<file path="src/logic/io_lamp_pkg.sv">
// constants and types shared by the digital i/o and status lamp block
package io_lamp_pkg;
  localparam int CLK_NS = 100;
  localparam int BLINK_HALF_NS = 250000000;
  localparam int BLINK_HALF_CYC = BLINK_HALF_NS / CLK_NS;
  localparam int PULSE_NS = 50000000;
  localparam int PULSE_CYC = PULSE_NS / CLK_NS;
  localparam int N_G1 = 2;
  localparam int N_G2 = 3;
  localparam int N_OUT = 5;
  localparam logic [7:0] ADDR_CTRL = 8'h00;
  localparam logic [7:0] ADDR_MB_OUT = 8'h04;
  localparam logic [7:0] ADDR_IO = 8'h08;
  localparam logic [7:0] ADDR_STAT = 8'h0C;
  localparam logic [7:0] ADDR_IRQ_ST = 8'h10;
  localparam logic [7:0] ADDR_IRQ_MSK = 8'h14;
  localparam logic [7:0] ADDR_STN = 8'h18;
  localparam int CTL_DIR = 0;
  localparam int CTL_INV1 = 1;
  localparam int CTL_INV2 = 2;
  localparam int CTL_MODE1 = 3;
  localparam int CTL_MODE2 = 5;
  localparam int CTL_NOAUTO = 7;
  localparam logic [7:0] CTRL_RST = 8'h00;
  localparam int IRQ_INCHG = 0;
  localparam int IRQ_FAULT = 1;
  localparam int IRQ_LINK = 2;
  localparam int IRQ_PLC = 3;
  localparam int IRQ_W = 4;
  typedef enum logic [1:0] {
    SRC_DIRECT = 2'b00,
    SRC_PULSE = 2'b01,
    SRC_COMP = 2'b10
  } g1_src_t;
  typedef enum logic [1:0] {
    BUS_NOLINK = 2'b00,
    BUS_LINKED = 2'b01,
    BUS_ACTIVE = 2'b10
  } bus_state_t;
endpackage

</file>
<file path="src/logic/io_lamp_ctrl.sv">
// digital i/o lines, fieldbus i/o byte and status lamps
//
// Added by the designer: the address map and the address-and-strobe port.
module io_lamp_ctrl #(
  parameter int BLINK_HALF = io_lamp_pkg::BLINK_HALF_CYC,
  parameter int PULSE_LEN = io_lamp_pkg::PULSE_CYC
) (
  input wire logic ref_clk,
  input wire logic srst,
  input wire logic [7:0] reg_addr,
  input wire logic [31:0] reg_wdata,
  input wire logic reg_wr,
  input wire logic reg_rd,
  output logic [31:0] reg_rdata,
  input wire logic fb_wr,
  input wire logic [7:0] fb_out_byte,
  output logic [7:0] fb_in_byte,
  input wire logic [1:0] pulse_req,
  input wire logic [1:0] cmp_res,
  output logic switch_out_one,
  output logic switch_out_two,
  output logic [1:0] disp_out,
  input wire logic [2:0] g2_in,
  output logic [2:0] g2_out,
  output logic [2:0] g2_oe,
  output logic [2:0] line_green,
  output logic [2:0] line_red,
  input wire logic [1:0] eth_link,
  input wire logic [1:0] eth_act,
  output logic [1:0] eth_link_lamp,
  output logic [1:0] eth_act_lamp,
  output logic eth_fwd_en,
  input wire logic init_done,
  input wire logic cfg_err,
  input wire logic sys_err,
  input wire logic plc_session,
  output logic ready_lamp,
  output logic fault_lamp,
  output logic fieldbus_link_lamp,
  output logic auto_param_en,
  input wire logic dcp_wr,
  input wire logic [7:0] dcp_station,
  output logic irq
);
  import io_lamp_pkg::*;

  function automatic logic pick_src(input logic [1:0] mode, input logic direct,
                                    input logic pulse, input logic comp);
    case (mode)
      SRC_PULSE: pick_src = pulse;
      SRC_COMP: pick_src = comp;
      default: pick_src = direct;
    endcase
  endfunction

  logic [7:0] ctrl_ff, stn_ff;
  logic [N_OUT-1:0] cmd_ff;
  logic [IRQ_W-1:0] irq_st_ff, irq_msk_ff;
  logic dcp_lock_ff;
  logic [31:0] rdata_ff;
  logic [2:0] in_s1_ff, in_s2_ff, in_prev_ff;
  logic [1:0] lk_s1_ff, lk_s2_ff, lk_prev_ff;
  logic [1:0] ac_s1_ff, ac_s2_ff, ac_prev_ff, act_seen_ff;
  logic [31:0] blink_cnt_ff;
  logic blink_ph_ff;
  logic fault_prev_ff, plc_prev_ff;
  bus_state_t bus_st_ff, nxt_bus_st;
  logic [1:0] logic_out;
  logic [1:0] sw_ff, disp_ff;
  logic [2:0] g2o_ff, g2oe_ff, grn_ff, red_ff;
  logic [1:0] elk_ff, eac_ff;
  logic fwd_ff, rdy_ff, flt_ff, bfl_ff, ape_ff, irq_ff;
  logic [7:0] io_ff;

  // bus decode
  wire wr_ctrl = reg_wr && reg_addr == ADDR_CTRL;
  wire wr_mb = reg_wr && reg_addr == ADDR_MB_OUT;
  wire wr_ist = reg_wr && reg_addr == ADDR_IRQ_ST;
  wire wr_msk = reg_wr && reg_addr == ADDR_IRQ_MSK;
  wire wr_stn = reg_wr && reg_addr == ADDR_STN;
  wire g2_is_out = ctrl_ff[CTL_DIR];
  wire blink_wrap = blink_cnt_ff == 32'(BLINK_HALF - 1);
  wire any_link = |lk_s2_ff;
  wire fault_now = cfg_err || sys_err;
  wire [7:0] io_byte = g2_is_out ? {3'h0, g2o_ff, sw_ff ^ {ctrl_ff[CTL_INV2],
                       ctrl_ff[CTL_INV1]}} : {5'h0, in_s2_ff};

  logic [31:0] rd_mux;
  always_comb begin
    case (reg_addr)
      ADDR_CTRL: rd_mux = {24'h0, ctrl_ff};
      ADDR_MB_OUT: rd_mux = {27'h0, cmd_ff};
      ADDR_IO: rd_mux = {24'h0, io_byte};
      ADDR_STAT: rd_mux = {24'h0, dcp_lock_ff, 1'b0, bus_st_ff, elk_ff, flt_ff, rdy_ff};
      ADDR_IRQ_ST: rd_mux = {28'h0, irq_st_ff};
      ADDR_IRQ_MSK: rd_mux = {28'h0, irq_msk_ff};
      ADDR_STN: rd_mux = {24'h0, stn_ff};
      default: rd_mux = 32'h0;
    endcase
  end

  // events that raise the interrupt
  wire [IRQ_W-1:0] ev;
  assign ev[IRQ_INCHG] = !g2_is_out && (in_s2_ff != in_prev_ff);
  assign ev[IRQ_FAULT] = fault_now && !fault_prev_ff;
  assign ev[IRQ_LINK] = lk_s2_ff != lk_prev_ff;
  assign ev[IRQ_PLC] = plc_session != plc_prev_ff;
  // set wins over a same-cycle write-one clear
  wire [IRQ_W-1:0] nxt_irq_st = (irq_st_ff & ~(wr_ist ? reg_wdata[IRQ_W-1:0] :
                                 {IRQ_W{1'b0}})) | ev;

  // last writer wins; fieldbus beats modbus in a tie
  wire [N_OUT-1:0] nxt_cmd = fb_wr ? fb_out_byte[N_OUT-1:0] :
                             wr_mb ? reg_wdata[N_OUT-1:0] : cmd_ff;

  always_ff @(posedge ref_clk) begin
    if (srst) begin
      ctrl_ff <= CTRL_RST;
      cmd_ff <= '0;
      irq_st_ff <= '0;
      irq_msk_ff <= '0;
      rdata_ff <= '0;
      stn_ff <= 8'h00;
      dcp_lock_ff <= 1'b0;
    end else begin
      if (wr_ctrl) ctrl_ff <= reg_wdata[7:0];
      cmd_ff <= nxt_cmd;
      irq_st_ff <= nxt_irq_st;
      if (wr_msk) irq_msk_ff <= reg_wdata[IRQ_W-1:0];
      rdata_ff <= reg_rd ? rd_mux : 32'h0;
      // discovery assignment locks out local writes
      if (dcp_wr) begin
        stn_ff <= dcp_station;
        dcp_lock_ff <= 1'b1;
      end else if (wr_stn && !dcp_lock_ff) begin
        stn_ff <= reg_wdata[7:0];
      end
    end
  end

  // group-2, link and activity pin inputs pass two flops first
  always_ff @(posedge ref_clk) begin
    if (srst) begin
      in_s1_ff <= '0;
      in_s2_ff <= '0;
      lk_s1_ff <= '0;
      lk_s2_ff <= '0;
      ac_s1_ff <= '0;
      ac_s2_ff <= '0;
    end else begin
      in_s1_ff <= g2_in;
      in_s2_ff <= in_s1_ff;
      lk_s1_ff <= eth_link;
      lk_s2_ff <= lk_s1_ff;
      ac_s1_ff <= eth_act;
      ac_s2_ff <= ac_s1_ff;
    end
  end

  always_ff @(posedge ref_clk) begin
    if (srst) begin
      in_prev_ff <= '0;
      lk_prev_ff <= '0;
      ac_prev_ff <= '0;
      fault_prev_ff <= 1'b0;
      plc_prev_ff <= 1'b0;
      blink_cnt_ff <= '0;
      blink_ph_ff <= 1'b0;
    end else begin
      in_prev_ff <= in_s2_ff;
      lk_prev_ff <= lk_s2_ff;
      ac_prev_ff <= ac_s2_ff;
      fault_prev_ff <= fault_now;
      plc_prev_ff <= plc_session;
      blink_cnt_ff <= blink_wrap ? 32'h0 : blink_cnt_ff + 32'h1;
      if (blink_wrap) blink_ph_ff <= !blink_ph_ff;
    end
  end

  // group-1 channels: source select plus pulse stretch
  genvar gi;
  generate
    for (gi = 0; gi < N_G1; gi++) begin : g_grp1
      logic [31:0] pcnt_ff;
      wire [1:0] mode = ctrl_ff[CTL_MODE1 + 2*gi +: 2];
      wire pulse_on = pcnt_ff != 32'h0;
      always_ff @(posedge ref_clk) begin
        if (srst) pcnt_ff <= '0;
        else if (pulse_req[gi]) pcnt_ff <= 32'(PULSE_LEN);
        else if (pulse_on) pcnt_ff <= pcnt_ff - 32'h1;
      end
      assign logic_out[gi] = pick_src(mode, cmd_ff[gi], pulse_on, cmp_res[gi]);
    end
  endgenerate

  // activity holds until the end of a lit blink phase (blink_ph_ff high)
  generate
    for (gi = 0; gi < 2; gi++) begin : g_eth
      always_ff @(posedge ref_clk) begin
        if (srst) act_seen_ff[gi] <= 1'b0;
        else if (ac_s2_ff[gi] && !ac_prev_ff[gi]) act_seen_ff[gi] <= 1'b1;
        else if (blink_wrap && blink_ph_ff) act_seen_ff[gi] <= 1'b0;
      end
    end
  endgenerate

  // fieldbus lamp state machine
  always_comb begin
    case (bus_st_ff)
      BUS_NOLINK: nxt_bus_st = any_link ? BUS_LINKED : BUS_NOLINK;
      BUS_LINKED: nxt_bus_st = !any_link ? BUS_NOLINK :
                               plc_session ? BUS_ACTIVE : BUS_LINKED;
      BUS_ACTIVE: nxt_bus_st = !any_link ? BUS_NOLINK :
                               !plc_session ? BUS_LINKED : BUS_ACTIVE;
      default: nxt_bus_st = BUS_NOLINK;
    endcase
  end

  wire [2:0] g2_cmd = cmd_ff[4:2];
  always_ff @(posedge ref_clk) begin
    if (srst) begin
      bus_st_ff <= BUS_NOLINK;
      sw_ff <= '0;
      disp_ff <= '0;
      g2o_ff <= '0;
      g2oe_ff <= '0;
      grn_ff <= '0;
      red_ff <= '0;
      elk_ff <= '0;
      eac_ff <= '0;
      fwd_ff <= 1'b0;
      rdy_ff <= 1'b0;
      flt_ff <= 1'b0;
      bfl_ff <= 1'b0;
      ape_ff <= 1'b0;
      irq_ff <= 1'b0;
      io_ff <= '0;
    end else begin
      bus_st_ff <= nxt_bus_st;
      sw_ff <= logic_out ^ {ctrl_ff[CTL_INV2], ctrl_ff[CTL_INV1]};
      disp_ff <= logic_out;
      g2o_ff <= g2_is_out ? g2_cmd : 3'h0;
      g2oe_ff <= {3{g2_is_out}};
      grn_ff <= g2_is_out ? 3'h0 : in_s2_ff;
      red_ff <= g2_is_out ? g2_cmd : 3'h0;
      elk_ff <= lk_s2_ff;
      eac_ff <= act_seen_ff & {2{blink_ph_ff}};
      fwd_ff <= &lk_s2_ff;
      rdy_ff <= init_done || blink_ph_ff;
      flt_ff <= fault_now;
      bfl_ff <= nxt_bus_st == BUS_NOLINK ||
                (nxt_bus_st == BUS_LINKED && blink_ph_ff);
      ape_ff <= !ctrl_ff[CTL_NOAUTO];
      irq_ff <= |(nxt_irq_st & irq_msk_ff);
      io_ff <= io_byte;
    end
  end

  assign reg_rdata = rdata_ff;
  assign fb_in_byte = io_ff;
  assign switch_out_one = sw_ff[0];
  assign switch_out_two = sw_ff[1];
  assign disp_out = disp_ff;
  assign g2_out = g2o_ff;
  assign g2_oe = g2oe_ff;
  assign line_green = grn_ff;
  assign line_red = red_ff;
  assign eth_link_lamp = elk_ff;
  assign eth_act_lamp = eac_ff;
  assign eth_fwd_en = fwd_ff;
  assign ready_lamp = rdy_ff;
  assign fault_lamp = flt_ff;
  assign fieldbus_link_lamp = bfl_ff;
  assign auto_param_en = ape_ff;
  assign irq = irq_ff;
endmodule

</file>
<file path="config.mk">
export PLATFORM = sky130hd
export DESIGN_NAME = io_lamp_ctrl
export DESIGN_NICKNAME = d
export VERILOG_FILES = /design/src/logic/io_lamp_pkg.sv /design/src/logic/io_lamp_ctrl.sv
export SDC_FILE = /design/constraint.sdc
export NUM_CORES = 1
export LEC_CHECK = 0
export BUFFER_PORTS_ARGS = -buffer_cell sky130_fd_sc_hd__clkbuf_2
export CAP_MARGIN = 10
export CORE_MARGIN = 3
export CORE_UTILIZATION = 50
export DETAILED_ROUTE_END_ITERATION = 8
export MAX_ROUTING_LAYER = met4
export PLACE_DENSITY = 0.72
export SLEW_MARGIN = 30
export SYNTH_ARGS = -nofsm -noshare
export SYNTH_HDL_FRONTEND = slang
export SYNTH_SLANG_ARGS = --single-unit
export TNS_END_PERCENT = 1
</file>
<file path="constraint.sdc">
create_clock -name ref_clk -period 4.5 [get_ports ref_clk]
set_clock_uncertainty 0.15 [all_clocks]
set_input_delay 0 -clock ref_clk [delete_from_list [all_inputs] [get_ports ref_clk]]
set_output_delay 0 -clock ref_clk [all_outputs]
set_load 0.005 [all_outputs]
</file>
==> flow_summary.toml <==
[synth]
synth_edf_count = 0
synthArstFlopShare = 0
avgSynthCellArea_um2 = 8.80
syn_inst = 981
synth_cell_type_count = 73
synth_seq_cells = 185
synthFlopType = "dfxtp_1"
synth_warnings = 0
synth.top_cell.area_share = 0.429
yosys.area.top_type = "dfxtp_1"
syn_area_mm2 = 0.00863
ys_top_cells_by_area = "dfxtp_1, nor2_1, a21oi_1, xnor2_1, buf_4"
ys_seq_area_frac = 0.429

[floorplanning]
core-area_mm2 = 0.0168
initial_utilization = 0.515
fp-row-count = 47
dieArea_mm2 = 0.0189
die_height_um = 137
die_x_um = 137
io_pins = 143

[power_and_ir_drop]
p_int_uw = 2640
finalPower_uw = 3700
sw_frac_of_total = 0.285
clkPwrFrac = 0.395
p_leak_uw = 0.00401
power.switching_uw = 1050
p_seq_frac = 0.474
ir_worst_vdd_mv = 0.299
p_comb_frac = 0.131
powerDensity_mw_per_mm2 = 356

[worst_setup_path]
cp.arrival_ns = 3.32
end_kind = "flip-flop"
cp.required_ns = 4.73
crit_path_start_kind = "input pin"
critical_path_class = "input pin to flip-flop"
worstPathMaxFanout = 10

[global_route]
grtUsageTotal = 0.216
grt_pass1_vias = 6795
grt_pass1_wl_um = 32400
antenna_found_initial = 0
grt-ovfl-total = 0
grt_max_degree = 49

[flow_run]
max-cap-violations = 0

[routing]
ant_nets = 0
detailroute.wirelength.met3_um = 817
dr.max_layer_used = "met4"
wl_um = 20100
dr.pass1.iters = 5
vias = 7548
route.met2.wl_um = 9450
met1Wirelength_um = 9460
routedWlPerCell_um = 14.8
viasPerCell = 5.57
drc = 0
drt_iter0_drc = 514

[cells_and_area]
multi_input_area_mm2 = 0.00448
areaGrowthSynthToFinish_pct = 20.6
fill_cells = 1416
layout.nets = 1209
most-common-layout-cells = "dfxtp_1, nor2_1, clkbuf_2, dlygate4sd3_1, a21oi_1"
antenna_cells = 0
drive_above_1_share = 0.147
final-seq-area_mm2 = 0.00370
final_common_cell = "dfxtp_1"

[sta]
period_share = 0.688
drv_slew = 0
rsz0062_at_grt = "false"
final_hold_viol_count = 0
setup_viol = 0
fin_crit_ns = 3.09
fin_tns_setup_ns = 0
tightest_slew_ns = 0.830
worst_hold_slack_ns = 0.0273
relSlewSlack = 0.444
timing.fmax_ghz = 0.323

[clocking]
ctsHoldBuffers = 73
cts_resized = 0
post_cts_buffers = 0
root_buffer = "clkbuf_16"
clk_pin_slew_worst_paths_ns = 0.07
clock_sinks = 185
clk_latency_ns = 0.43
cts_made_buffers = 17
cts_tree = "done"
cts_buffer_depth = 2
htreeDepth = 4

[hold_path]
min_path_type = "input pin to flip-flop"

[status]
status = "finished, final reports clean"

[placed_design]
place.gp.congestion = 0.841
hpwlAfterDp_um = 13200
io_buffers = 88
-- power by group through the flow --
stage	clock (µW)	combinational [µW]	sequential (µW)
floorplan	0	350	1780
global placement	0	425	1790
detailed placement	0	431	1790
CTS	1490	478	1750
global route	1550	537	1760
finish	1460	484	1750
-- cell type report --
class                   count  area share
well taps                 220      0.0265
inverters                  39      0.0141
multi-input cells         711       0.430
flip-flops and latches    185       0.356
clock inverters            15      0.0147
clock buffers              17      0.0409
repair buffers            167       0.118
-- worst paths after layout --
kind                                           start                                  to  slack [ns]  cells after the start
setup / recovery                         reg_addr[5]             reg_rdata[0]$_SDFF_PP0_        1.41                      8
hold / removal                           reg_addr[6]          irq_msk_ff[3]$_SDFFE_PP0P_        0.03                      5
setup reg to reg  g_grp1[1].pcnt_ff[21]$_SDFFE_PP0P_  g_grp1[1].pcnt_ff[16]$_SDFFE_PP0P_        1.51                      5
hold reg to reg               lk_s1_ff[1]$_SDFF_PP0_              lk_s2_ff[1]$_SDFF_PP0_        0.28                      1
-- synthesized netlist by cell type (27+ instances only) --
| master | n |
|---|---|
| xnor2_1 | 32 |
| nand2_1 | 61 |
| a21oi_1 | 63 |
| or4_1 | 28 |
| nand3_1 | 32 |
| buf_4 | 32 |
| clkbuf_1 | 27 |
| or3_1 | 36 |
| nor2_1 | 110 |
| dfxtp_1 | 185 |
| inv_1 | 38 |
-- state kept, by name (all words and copies together) (netlist names), 4 cells and up --
name and count:
blink_cnt_ff 32, cmd_ff 5, irq_msk_ff 4, reg_rdata 8, ctrl_ff 8, stn_ff 8
fb_in_byte 5, g_grp1.pcnt_ff 64, irq_st_ff 4
-- through the flow --
| step | area (µm²) | setup WS, ns | cells | util |
|---|---|---|---|---|
| floorplan | 8730 | 2.08 | 1007 | - |
| global placement | 9080 | 1.61 | 1248 | 0.542 |
| detailed placement | 9090 | 1.56 | 1249 | 0.543 |
| CTS | 10400 | 1.47 | 1354 | 0.621 |
| global route | 10400 | 1.30 | 1354 | 0.621 |
| finish | 10400 | 1.41 | 1354 | 0.621 |
-- worst max-delay path: stages --
cell and delay (ns):
dlygate4sd3_1 0.53, clkbuf_2 0.11, or3_1 0.50, nor4b_2 0.72, dlygate4sd3_1 0.69, nand2_1 0.08, a21oi_1 0.14, dlygate4sd3_1 0.56
-- metal layers --
metal  vias to the layer above  GRT usage
met1                      3546      0.279
met5                         -          -
li1                       3772          -
met3                        38     0.0453
met4                         0     0.0687
met2                       192      0.342
-- cell families after synthesis --
kind of cell               share of synthesized area
AOI/OAI and AO/OA                              0.148
xor gates and xnor gates                      0.0426
adders and majority gates                     0.0160
buffers and inverters                         0.0648
DFF                                            0.429
muxes                                         0.0320
other                                       0.000435
and+or+nand+nor                                0.267
Note: power is estimated with default switching activity, not from simulation.
